==> config.mk <==
export PLATFORM = sky130hd
export DESIGN_NAME = csab_top
export DESIGN_NICKNAME = d
export VERILOG_FILES = /design/src/hw/csab_area_match.v /design/src/hw/csab_phase_timer.v /design/src/hw/csab_top.v
export VERILOG_INCLUDE_DIRS = /design/src /design/src/hw
export SDC_FILE = /design/constraint.sdc
export NUM_CORES = 1
export LEC_CHECK = 0
export BUFFER_PORTS_ARGS = -buffer_cell sky130_fd_sc_hd__buf_4
export CAP_MARGIN = 20
export CORE_ASPECT_RATIO = 0.75
export CORE_UTILIZATION = 40
export DETAILED_ROUTE_END_ITERATION = 7
export SLEW_MARGIN = 15
export SYNTH_ARGS = -nofsm -noshare
export SYNTH_HDL_FRONTEND = slang
export SYNTH_SLANG_ARGS = --single-unit
==> constraint.sdc <==
create_clock -name CORE_CLK -period 4.86 [get_ports CORE_CLK]
set_input_delay 0.486 -clock CORE_CLK [delete_from_list [all_inputs] [get_ports CORE_CLK]]
set_output_delay 0.486 -clock CORE_CLK [all_outputs]
set_load 0.01 [all_outputs]
==> src/hw/csab_consts.vh <==
// constants for the chip select area bus block
`ifndef CSAB_CONSTS_VH
`define CSAB_CONSTS_VH
// register indices, byte address is four times the index
`define CSAB_IDX_AREA_START   11'h640
`define CSAB_IDX_AREA_CONFIG  11'h642
`define CSAB_IDX_AREA_WAIT    11'h660
`define CSAB_IDX_MODE_VECTOR  11'h7fd
`define CSAB_IDX_STANDBY      11'h680
`define CSAB_IDX_STATUS       11'h681
// reset values
`define CSAB_RST_AREA_START   16'h0000
`define CSAB_RST_AREA_CONFIG  16'h0022
`define CSAB_RST_AREA_WAIT    16'h0000
`define CSAB_RST_MODE_VECTOR  8'h00
`define CSAB_RST_STANDBY      8'h00
// mode vector
`define CSAB_MODE_INTMEM_BIT  2
`define CSAB_MODE_WIDTH_MSB   1
`define CSAB_MODE_WIDTH_LSB   0
// area config fields
`define CSAB_CFG_SIZE_MSB     15
`define CSAB_CFG_SIZE_LSB     12
`define CSAB_CFG_WIDTH_MSB    11
`define CSAB_CFG_WIDTH_LSB    10
`define CSAB_CFG_BURST_MSB    9
`define CSAB_CFG_BURST_LSB    8
`define CSAB_CFG_SHARE_BIT    7
`define CSAB_CFG_PREFETCH_BIT 6
`define CSAB_CFG_WRPERMIT_BIT 5
`define CSAB_CFG_LITTLE_ENDIAN_SELECT_BIT     4
`define CSAB_CFG_TYPE_MSB     3
`define CSAB_CFG_TYPE_LSB     0
`define CSAB_TYPE_WEX         4'h2
`define CSAB_WIDTH_16         2'h1
`define CSAB_BURST_SINGLE     2'h0
// area wait fields
`define CSAB_WAIT_AUTO_MSB    15
`define CSAB_WAIT_AUTO_LSB    12
`define CSAB_WAIT_REC_MSB     7
`define CSAB_WAIT_REC_LSB     6
`define CSAB_WAIT_WW_MSB      5
`define CSAB_WAIT_WW_LSB      4
`define CSAB_WAIT_HALF_BIT    3
`define CSAB_WAIT_CS_BIT      2
`define CSAB_WAIT_SETUP_BIT   1
`define CSAB_WAIT_HOLD_BIT    0
// standby control bits
`define CSAB_SBY_STOP_BIT     0
`define CSAB_SBY_FLOAT_BIT    1
`define CSAB_SBY_PULLUP_BIT   2
// request sizes
`define CSAB_SIZE_BYTE        2'h0
`define CSAB_SIZE_HALF        2'h1
`define CSAB_SIZE_WORD        2'h2
// core clocks per memory clock cycle
`define CSAB_CLK_PER_MCYC     6'h02
`endif

==> src/hw/csab_area_match.v <==
// area base and size compare for one chip select area
`timescale 1ns/1ps
`default_nettype none
module csab_area_match (
	input  wire [15:0] base,
	input  wire [3:0]  size_code,
	input  wire [31:0] addr,
	output wire        hit
);
	wire [15:0] offs;
	wire [16:0] span;

	// span in 64 kbyte units: 0101 gives 32 units, two megabytes
	assign span = 17'h00001 << size_code;
	assign offs = addr[31:16] - base;
	assign hit  = ({1'b0, offs} < span);
endmodule // csab_area_match
`default_nettype wire

==> src/hw/csab_phase_timer.v <==
// down counter that times one bus phase
`timescale 1ns/1ps
`default_nettype none
module csab_phase_timer (
	input  wire       clk,
	input  wire       srst,
	input  wire       load,
	input  wire [5:0] len,
	input  wire       hold,
	output wire       last
);
	reg [5:0] cnt_r;

	always @(posedge clk) begin
		if (srst)
			cnt_r <= 6'h00;
		else if (load)
			cnt_r <= (len == 6'h00) ? 6'h00 : len - 6'h01;
		else if (cnt_r != 6'h00 && !hold)
			cnt_r <= cnt_r - 6'h01;
	end

	assign last = (cnt_r == 6'h00) && !hold;
endmodule // csab_phase_timer
`default_nettype wire

==> src/hw/csab_top.v <==
// chip select area zero bus controller with avalon register slave
//
// Decided for this implementation: the Avalon-MM register port.
`timescale 1ns/1ps
`default_nettype none
`include "csab_consts.vh"
module csab_top (
	input  wire        CORE_CLK,
	input  wire        SRST,
	input  wire [10:0] AVS_ADDRESS,
	input  wire        AVS_READ,
	input  wire        AVS_WRITE,
	input  wire [31:0] AVS_WRITEDATA,
	input  wire [3:0]  AVS_BYTEENABLE,
	output reg  [31:0] AVS_READDATA,
	output wire        AVS_WAITREQUEST,
	input  wire        REQ_VALID,
	output wire        REQ_READY,
	input  wire        REQ_WRITE,
	input  wire [1:0]  REQ_SIZE,
	input  wire [31:0] REQ_ADDR,
	input  wire [31:0] REQ_WDATA,
	output reg         RSP_VALID,
	output reg  [31:0] RSP_RDATA,
	output reg         RSP_ERR,
	output reg         MEM_CLK,
	output reg  [23:0] MEM_ADDR,
	output reg         MEM_CS0_N,
	output reg         MEM_RD_N,
	output reg         MEM_WR0_N,
	output reg         MEM_WR1_N,
	output reg  [15:0] MEM_DATA_OUT,
	output reg         MEM_DATA_OE_N,
	input  wire [15:0] MEM_DATA_IN,
	input  wire        MEM_RDY,
	output wire        MEM_CTRL_OE_N,
	output wire        MEM_PULLUP_EN,
	input  wire        EXT_BUS_REQUEST,
	output reg         EXT_BUS_GRANT,
	output wire        INT_MEM_EN
);
	// ------------------------------------------------------------
	// states
	// ------------------------------------------------------------
	localparam S_IDLE  = 6'b000001;
	localparam S_SETUP = 6'b000010;
	localparam S_STRB  = 6'b000100;
	localparam S_HOLD  = 6'b001000;
	localparam S_RECOV = 6'b010000;
	localparam S_DONE  = 6'b100000;

	reg [15:0] area_start_r;
	reg [15:0] area_config_r;
	reg [15:0] area_wait_r;
	reg [7:0]  mode_vector_r;
	reg [7:0]  standby_r;
	reg        wr_refused_r;
	reg        ack_r;
	reg [5:0]  state_r;
	reg [5:0]  state_nxt;
	reg        beat_r;
	reg        two_beat_r;
	reg        wr_r;
	reg [1:0]  size_r;
	reg [31:0] addr_r;
	reg [31:0] wdata_r;
	reg [31:0] rdata_r;
	reg        err_r;
	reg        pf_valid_r;
	reg [29:0] pf_addr_r;
	reg [31:0] pf_data_r;
	reg        strb_seen_r;
	reg [5:0]  len_nxt;

	// ------------------------------------------------------------
	// field views
	// ------------------------------------------------------------
	wire [3:0] size_field  = area_config_r[`CSAB_CFG_SIZE_MSB:`CSAB_CFG_SIZE_LSB];
	wire [1:0] width_field = area_config_r[`CSAB_CFG_WIDTH_MSB:`CSAB_CFG_WIDTH_LSB];
	wire [1:0] burst_field = area_config_r[`CSAB_CFG_BURST_MSB:`CSAB_CFG_BURST_LSB];
	wire       share_en    = area_config_r[`CSAB_CFG_SHARE_BIT];
	wire       prefetch_en = area_config_r[`CSAB_CFG_PREFETCH_BIT];
	wire       write_permit = area_config_r[`CSAB_CFG_WRPERMIT_BIT];
	wire       little_endian_select        = area_config_r[`CSAB_CFG_LITTLE_ENDIAN_SELECT_BIT];
	wire [3:0] type_field  = area_config_r[`CSAB_CFG_TYPE_MSB:`CSAB_CFG_TYPE_LSB];
	wire       write_strobe_style         = (type_field == `CSAB_TYPE_WEX);
	wire [3:0] auto_wait   = area_wait_r[`CSAB_WAIT_AUTO_MSB:`CSAB_WAIT_AUTO_LSB];
	wire [1:0] rec_dly     = area_wait_r[`CSAB_WAIT_REC_MSB:`CSAB_WAIT_REC_LSB];
	wire [1:0] ww_dly      = area_wait_r[`CSAB_WAIT_WW_MSB:`CSAB_WAIT_WW_LSB];
	wire       half_dly    = area_wait_r[`CSAB_WAIT_HALF_BIT];
	wire       cs_dly      = area_wait_r[`CSAB_WAIT_CS_BIT];
	wire       setup_dly   = area_wait_r[`CSAB_WAIT_SETUP_BIT];
	wire       hold_dly    = area_wait_r[`CSAB_WAIT_HOLD_BIT];
	wire       stop_mode   = standby_r[`CSAB_SBY_STOP_BIT];
	wire       stop_float  = standby_r[`CSAB_SBY_FLOAT_BIT];
	wire       floated     = (stop_mode & stop_float) | EXT_BUS_GRANT;
	wire       area_hit;
	wire       ph_last;
	wire       rdy_hold;

	// memory cycles to core clocks
	function [5:0] mcyc;
		input [4:0] n;
		begin
			mcyc = {n, 1'b0};
		end
	endfunction

	// ------------------------------------------------------------
	// avalon register slave, one wait state per access
	// ------------------------------------------------------------
	assign AVS_WAITREQUEST = (AVS_READ | AVS_WRITE) & ~ack_r;
	wire   reg_wr = AVS_WRITE & ack_r;
	wire   sts_clr = reg_wr && AVS_ADDRESS == `CSAB_IDX_STATUS &&
		AVS_BYTEENABLE[0] && AVS_WRITEDATA[1];
	wire   refuse_set = (state_r == S_IDLE) && REQ_VALID && REQ_READY &&
		REQ_WRITE && area_hit && !write_permit;

	always @(posedge CORE_CLK) begin
		if (SRST) begin
			ack_r         <= 1'b0;
			AVS_READDATA  <= 32'h00000000;
			area_start_r  <= `CSAB_RST_AREA_START;
			area_config_r <= `CSAB_RST_AREA_CONFIG;
			area_wait_r   <= `CSAB_RST_AREA_WAIT;
			mode_vector_r <= `CSAB_RST_MODE_VECTOR;
			standby_r     <= `CSAB_RST_STANDBY;
			wr_refused_r  <= 1'b0;
		end else begin
			ack_r <= (AVS_READ | AVS_WRITE) & ~ack_r;
			if (AVS_READ && !ack_r) begin
				case (AVS_ADDRESS)
				`CSAB_IDX_AREA_START:  AVS_READDATA <= {16'h0000, area_start_r};
				`CSAB_IDX_AREA_CONFIG: AVS_READDATA <= {16'h0000, area_config_r};
				`CSAB_IDX_AREA_WAIT:   AVS_READDATA <= {16'h0000, area_wait_r};
				`CSAB_IDX_MODE_VECTOR: AVS_READDATA <= {24'h000000, mode_vector_r};
				`CSAB_IDX_STANDBY:     AVS_READDATA <= {24'h000000, standby_r};
				`CSAB_IDX_STATUS:      AVS_READDATA <= {28'h0000000,
					EXT_BUS_GRANT, pf_valid_r, wr_refused_r,
					~state_r[0]};
				default:               AVS_READDATA <= 32'h00000000;
				endcase
			end
			if (reg_wr) begin
				case (AVS_ADDRESS)
				`CSAB_IDX_AREA_START: begin
					if (AVS_BYTEENABLE[0])
						area_start_r[7:0] <= AVS_WRITEDATA[7:0];
					if (AVS_BYTEENABLE[1])
						area_start_r[15:8] <= AVS_WRITEDATA[15:8];
				end
				`CSAB_IDX_AREA_CONFIG: begin
					if (AVS_BYTEENABLE[0])
						area_config_r[7:0] <= AVS_WRITEDATA[7:0];
					if (AVS_BYTEENABLE[1])
						area_config_r[15:8] <= AVS_WRITEDATA[15:8];
				end
				`CSAB_IDX_AREA_WAIT: begin
					if (AVS_BYTEENABLE[0])
						area_wait_r[7:0] <= AVS_WRITEDATA[7:0];
					if (AVS_BYTEENABLE[1])
						area_wait_r[15:8] <= AVS_WRITEDATA[15:8];
				end
				`CSAB_IDX_MODE_VECTOR: begin
					if (AVS_BYTEENABLE[0]) begin
						mode_vector_r <= AVS_WRITEDATA[7:0];
						// area zero width follows the mode vector
						area_config_r[`CSAB_CFG_WIDTH_MSB:`CSAB_CFG_WIDTH_LSB] <=
							AVS_WRITEDATA[`CSAB_MODE_WIDTH_MSB:`CSAB_MODE_WIDTH_LSB];
					end
				end
				`CSAB_IDX_STANDBY: begin
					if (AVS_BYTEENABLE[0])
						standby_r <= AVS_WRITEDATA[7:0];
				end
				default: begin
				end
				endcase
			end
			// set wins over clear
			if (refuse_set)
				wr_refused_r <= 1'b1;
			else if (sts_clr)
				wr_refused_r <= 1'b0;
		end
	end

	assign INT_MEM_EN = mode_vector_r[`CSAB_MODE_INTMEM_BIT];
	assign MEM_PULLUP_EN = standby_r[`CSAB_SBY_PULLUP_BIT] &
		~(stop_mode & stop_float);
	assign MEM_CTRL_OE_N = floated;

	// ------------------------------------------------------------
	// area decode and request acceptance
	// ------------------------------------------------------------
	csab_area_match u_match (
		.base      (area_start_r),
		.size_code (size_field),
		.addr      (REQ_ADDR),
		.hit       (area_hit)
	);

	assign REQ_READY = (state_r == S_IDLE) & ~floated & ~RSP_VALID;
	wire pf_hit = prefetch_en && pf_valid_r && !REQ_WRITE &&
		REQ_SIZE == `CSAB_SIZE_WORD && pf_addr_r == REQ_ADDR[31:2];
	// ready input honoured only outside write strobe style
	assign rdy_hold = (state_r == S_STRB) && !write_strobe_style && !MEM_RDY;

	// ------------------------------------------------------------
	// bus phase sequencer
	// ------------------------------------------------------------
	always @* begin
		state_nxt = state_r;
		len_nxt = 6'h00;
		case (state_r)
		S_IDLE: begin
			if (REQ_VALID && REQ_READY && area_hit && !pf_hit &&
				!(REQ_WRITE && !write_permit)) begin
				state_nxt = S_SETUP;
				len_nxt = mcyc({4'h0, cs_dly}) +
					mcyc({4'h0, setup_dly}) + {5'h00, half_dly};
			end else if (REQ_VALID && REQ_READY)
				state_nxt = S_DONE;
		end
		S_SETUP: begin
			if (ph_last) begin
				state_nxt = S_STRB;
				// strobe ends on the memory clock, start was delayed
				len_nxt = mcyc({1'b0, auto_wait} + 5'h01) -
					{5'h00, half_dly};
			end
		end
		S_STRB: begin
			if (ph_last) begin
				state_nxt = S_HOLD;
				len_nxt = mcyc({4'h0, hold_dly});
			end
		end
		S_HOLD: begin
			if (ph_last) begin
				state_nxt = S_RECOV;
				if (wr_r && write_strobe_style && ww_dly > rec_dly)
					len_nxt = mcyc({3'h0, ww_dly});
				else
					len_nxt = mcyc({3'h0, rec_dly});
			end
		end
		S_RECOV: begin
			if (ph_last) begin
				if (two_beat_r && !beat_r) begin
					state_nxt = S_SETUP;
					len_nxt = mcyc({4'h0, cs_dly}) +
						mcyc({4'h0, setup_dly}) + {5'h00, half_dly};
				end else
					state_nxt = S_DONE;
			end
		end
		S_DONE:
			state_nxt = S_IDLE;
		default:
			state_nxt = S_IDLE;
		endcase
	end

	csab_phase_timer u_timer (
		.clk  (CORE_CLK),
		.srst (SRST),
		.load (state_nxt != state_r || (state_r == S_RECOV &&
			state_nxt == S_SETUP)),
		.len  (len_nxt),
		.hold (rdy_hold),
		.last (ph_last)
	);

	// ------------------------------------------------------------
	// request capture, data steering and response
	// ------------------------------------------------------------
	wire [31:0] beat_addr = two_beat_r ?
		{addr_r[31:2], beat_r, 1'b0} : addr_r;
	// big endian puts the upper half first
	wire        upper_half = two_beat_r ? (beat_r == little_endian_select) : 1'b0;
	wire        lane_hi = (size_r != `CSAB_SIZE_BYTE) ||
		(addr_r[0] == little_endian_select);
	wire        lane_lo = (size_r != `CSAB_SIZE_BYTE) ||
		(addr_r[0] != little_endian_select);

	always @(posedge CORE_CLK) begin
		if (SRST) begin
			state_r <= S_IDLE;
			beat_r <= 1'b0;
			two_beat_r <= 1'b0;
			wr_r <= 1'b0;
			size_r <= `CSAB_SIZE_BYTE;
			addr_r <= 32'h00000000;
			wdata_r <= 32'h00000000;
			rdata_r <= 32'h00000000;
			err_r <= 1'b0;
			pf_valid_r <= 1'b0;
			pf_addr_r <= 30'h00000000;
			pf_data_r <= 32'h00000000;
			RSP_VALID <= 1'b0;
			RSP_RDATA <= 32'h00000000;
			RSP_ERR <= 1'b0;
			EXT_BUS_GRANT <= 1'b0;
			strb_seen_r <= 1'b0;
		end else begin
			state_r <= state_nxt;
			RSP_VALID <= 1'b0;
			// grant only between transfers, requests dropped when off
			if (state_r == S_IDLE && !REQ_VALID)
				EXT_BUS_GRANT <= share_en & EXT_BUS_REQUEST;
			if (state_r == S_IDLE && REQ_VALID && REQ_READY) begin
				wr_r <= REQ_WRITE;
				size_r <= REQ_SIZE;
				addr_r <= REQ_ADDR;
				wdata_r <= REQ_WDATA;
				beat_r <= 1'b0;
				two_beat_r <= REQ_SIZE == `CSAB_SIZE_WORD &&
					width_field == `CSAB_WIDTH_16 &&
					burst_field == `CSAB_BURST_SINGLE;
				err_r <= !area_hit || (REQ_WRITE && !write_permit);
				rdata_r <= pf_hit ? pf_data_r : 32'h00000000;
				if (REQ_WRITE)
					pf_valid_r <= 1'b0;
			end
			if (state_r == S_STRB && ph_last) begin
				if (!wr_r && upper_half)
					rdata_r[31:16] <= MEM_DATA_IN;
				else if (!wr_r)
					rdata_r[15:0] <= MEM_DATA_IN;
			end
			if (state_r == S_RECOV && ph_last)
				beat_r <= 1'b1;
			if (state_r == S_DONE) begin
				RSP_VALID <= 1'b1;
				RSP_ERR <= err_r;
				RSP_RDATA <= rdata_r;
				if (!wr_r && !err_r && size_r == `CSAB_SIZE_WORD &&
					prefetch_en) begin
					pf_valid_r <= 1'b1;
					pf_addr_r <= addr_r[31:2];
					pf_data_r <= rdata_r;
				end
			end
			strb_seen_r <= (state_nxt == S_STRB);
		end
	end

	// ------------------------------------------------------------
	// memory pins, registered
	// ------------------------------------------------------------
	wire cs_on = (state_r == S_SETUP && !(cs_dly &&
		state_nxt == S_SETUP && strb_seen_r == 1'b0 && !setup_dly)) ||
		state_r == S_STRB || state_r == S_HOLD;
	wire strb_on = (state_nxt == S_STRB);

	always @(posedge CORE_CLK) begin
		if (SRST) begin
			MEM_CLK <= 1'b0;
			MEM_ADDR <= 24'h000000;
			MEM_CS0_N <= 1'b1;
			MEM_RD_N <= 1'b1;
			MEM_WR0_N <= 1'b1;
			MEM_WR1_N <= 1'b1;
			MEM_DATA_OUT <= 16'h0000;
			MEM_DATA_OE_N <= 1'b1;
		end else begin
			MEM_CLK <= ~MEM_CLK;
			MEM_ADDR <= beat_addr[23:0];
			MEM_CS0_N <= ~cs_on;
			// separate read and per-byte write strobes
			MEM_RD_N <= ~(strb_on && !wr_r);
			MEM_WR0_N <= ~(strb_on && wr_r && lane_hi);
			MEM_WR1_N <= ~(strb_on && wr_r && lane_lo);
			if (size_r == `CSAB_SIZE_BYTE)
				MEM_DATA_OUT <= {wdata_r[7:0], wdata_r[7:0]};
			else if (upper_half)
				MEM_DATA_OUT <= wdata_r[31:16];
			else
				MEM_DATA_OUT <= wdata_r[15:0];
			MEM_DATA_OE_N <= ~(wr_r && (state_nxt == S_SETUP ||
				state_nxt == S_STRB || state_nxt == S_HOLD));
		end
	end
endmodule // csab_top
`default_nettype wire

==> flow_summary.toml <==
[run_status]
outcome = "finished, final reports clean"

[detailed_routing]
drt-total-wl_um = 44400
m1WireLength_um = 21600
dr.pass1.iters = 6
drt_iter0_drc = 1048
wl_per_cell_um = 17.6
highest_layer = "met5"
route.met2.wl_um = 19000
wl_met3_um = 2780
vias = 13300
vias_per_cell = 5.29
route.detailed.drc = 0
antenna_left = 0

[pwr]
design_power_total_uw = 6550
seqPwrFrac_pct = 45.5
ir_drop_uv = 240
p_sw_uw = 1770
power.density_nw_per_um2 = 356
clock_power_share_pct = 39.6
p_sw_share_pct = 27.1
internal_power_uw = 4770
p_leak_uw = 0.00686
p_comb_share_pct = 15.0

[placed_design]
dpl.hpwl_um = 30500
gp_congestion = 0.869
numPortBuffers = 220
placed_cells = 2453

[clock_network]
hold_buffers = 0
cts-htree-levels = 2
path_clk_slew_ns = 0.06
cts_buffer_depth = 3
cts.sinks = 341
cts_root_buffer = "clkbuf_16"
cts_buffers = 35
clk_latency_ns = 0.54
cts_tree = "yes"

[min_path]
holdPathEnd = "wdata_r[12]"
worstHoldPathType = "input port to flop"
whs_path_depth = 3
hp-start = "REQ_WDATA[12]"

[worst_setup_path]
cp_slowest_cell = "or3_1"
crit_arrival_ns = 5.26
r2r-start = "area_start_r[4]"
path_buf_inv = 3
crit_type = "flop to flop"
critPathTopFamily = "compound AO/OA/AOI/OAI gates"
r2r_cells = 24
setup.worst_path.start_class = "flop"
crit_required_ns = 5.29
path_max_fanout = 4
worstPathCellList = "inv_1, ha_1, buf_4, nor3_1, a31oi_4, a2111oi_4, buf_4, nor3_2, or3_1, a21oi_2, xnor2_1, ha_1, and3_1, a211oi_2, a31oi_2, o31ai_4, a41o_4, o21ai_4, ha_2, o31a_1, nand3_2, a211oi_4, nor3b_2, o21ba_2"
end_kind = "flop"
reg2reg_slack_ns = 0.03
cpPeakStageDelay_ns = 0.37
r2r-end = "u_timer.cnt_r[0]"

[global_routing]
grt_pass1_vias = 12300
antenna_found_initial = 3
grt_max_degree = 152
grt_use_total_pct = 22.9
grt_first_pass_wirelength_um = 68900
overflow = 0

[logic_synthesis]
synth_area_sq_um = 14900
synthArstFlopShare_pct = 0
synth_cell_types = 71
ys_ff_latch = 341
synth_edf_count = 0
synth_common_cells = "415 x nand2_1, 341 x dfxtp_1, 238 x a21oi_1, 145 x nor2_1, 95 x clkbuf_1"
yosysTopAreaCell = "dfxtp_1"
yosysMostFrequentCell = "nand2_1"
yosysWarnings = 0
synth_area_leaders = "dfxtp_1 46%, nand2_1 10%, a21oi_1 8.0%"
ys_seq_area_share_pct = 45.7
synthCells = 1806
synth_top_area_share_pct = 45.7
avgSynthCellArea_sq_um = 8.28
synth_flop_cell = "dfxtp_1"

[sta]
fin_crit_ns = 4.83
hold_viol_final = 0
max_freq_ghz = 0.207
final_max_slew_viol_count = 0
setup_viol = 0
clock_skew_ns = 0.0228
slew_headroom_pct = 26.3
min_period_over_period_pct = 99.4
rsz0062_at_grt = "true"
tightestPinTransition_ns = 1.10
holdWs_ns = 0.202

[finish]
area_growth_pct = 22.8
nets = 2176
final_core_util_pct = 50.5
layout-drive-gt1-share_pct = 18.7
fill_cells = 3547
final-instance-count-excl-fill = 2519
diodes = 0

[floorplan]
start_util_pct = 41.1
die-height_um = 169
die_w_um = 225
rows = 60
core_sq_um = 36300
dieArea_sq_um = 38200
io_pins = 255

[job]
cap_violations = 0
==> power groups by stage <==
| stage | sequential (uW) | combinational (uW) | clock (uW) |
|---|---|---|---|
| 3_5_place_dp | 3040 | 954 | 0 |
| 2_1_floorplan | 3030 | 640 | 0 |
| 4_1_cts | 2980 | 970 | 2650 |
| 6_report | 2980 | 979 | 2590 |
| 5_1_grt | 2990 | 1080 | 2760 |
| 3_3_place_gp | 3030 | 945 | 0 |
==> per-layer routing <==
metal | global-route usage, % | vias to the layer above
met5 | 0 | -
met2 | 33.1 | 362
met4 | 6.83 | 6
met1 | 34.2 | 6319
li1 | - | 6559
met3 | 4.17 | 67
==> state kept, by name (all words and copies together) (netlist names), 24 cells and up <==
signal,count
wdata_r,32
addr_r,32
pf_addr_r,30
MEM_ADDR,24
rdata_r,32
RSP_RDATA,32
pf_data_r,32
==> worst max path at each step <==
stage                                from          endpoint  slack (ns)  depth (start not counted)
final                     area_start_r[4]  u_timer.cnt_r[0]        0.03                         24
after global routing      area_start_r[4]  u_timer.cnt_r[5]       -0.22                         24
after CTS                 area_start_r[1]  u_timer.cnt_r[0]       0.003                         24
after detailed placement     REQ_ADDR[16]  u_timer.cnt_r[5]       -0.56                         26
after global placement       REQ_ADDR[16]  u_timer.cnt_r[5]       -0.41                         26
after floorplan              REQ_ADDR[16]  u_timer.cnt_r[5]        0.03                         25
==> cells in the final DEF, fill, tap and decap left out, types with 16 or more instances in the layout <==
cell	n
xnor2_1	50
a211oi_1	48
nor2b_1	35
nand2_1	413
mux2i_1	51
dfxtp_1	339
conb_1	16
nor2_1	144
nand3_1	43
a21oi_1	233
clkbuf_16	36
buf_4	276
ha_1	37
a22oi_1	42
inv_1	27
==> metrics by stage <==
stage / setup WS (ns) / cell area [sq um] / TNS, ns
after floorplan: 0.0264 / 15000 / 0
after global placement: -0.414 / 17100 / -1.92
after detailed placement: -0.559 / 17100 / -2.84
after CTS: 0.00318 / 18300 / 0
after global routing: -0.224 / 18400 / -1.22
final: 0.0286 / 18400 / 0
==> logic make-up after synthesis <==
kind of cell | share of synthesized area [%]
DFF | 45.7
xor gates and xnor gates | 3.34
AOI/OAI and AO/OA | 17.5
adders and majority gates | 3.40
other | 0.0251
and+or+nand+nor | 21.7
buffers and inverters | 4.89
muxes | 3.49
==> final cells by class <==
class                           instances  area (sq um)  area share, %
Inverter                               28           105          0.572
Tap cell                              496           621           3.38
Multi-Input combinational cell       1315          7630           41.5
Clock buffer                           51           987           5.38
Clock inverter                         10          90.1          0.491
Sequential cell                       341          6830           37.2
Timing Repair Buffer                  278          2100           11.4
==> tightest hold or removal path, stage by stage <==
cell     delay (ns)
buf_4          0.11
nand2_1        0.04
a21oi_1        0.05
==> repair_timing <==
| action | 4_1_cts | 5_1_grt |
|---|---|---|
| buffers inserted | 3 | 2 |
| resized for setup | 17 | 15 |
| pin swaps | 18 | 22 |
| setup endpoints to repair | 6 | 6 |
| hold endpoints to repair | 0 | 0 |
(Power assumes the default switching activity.)
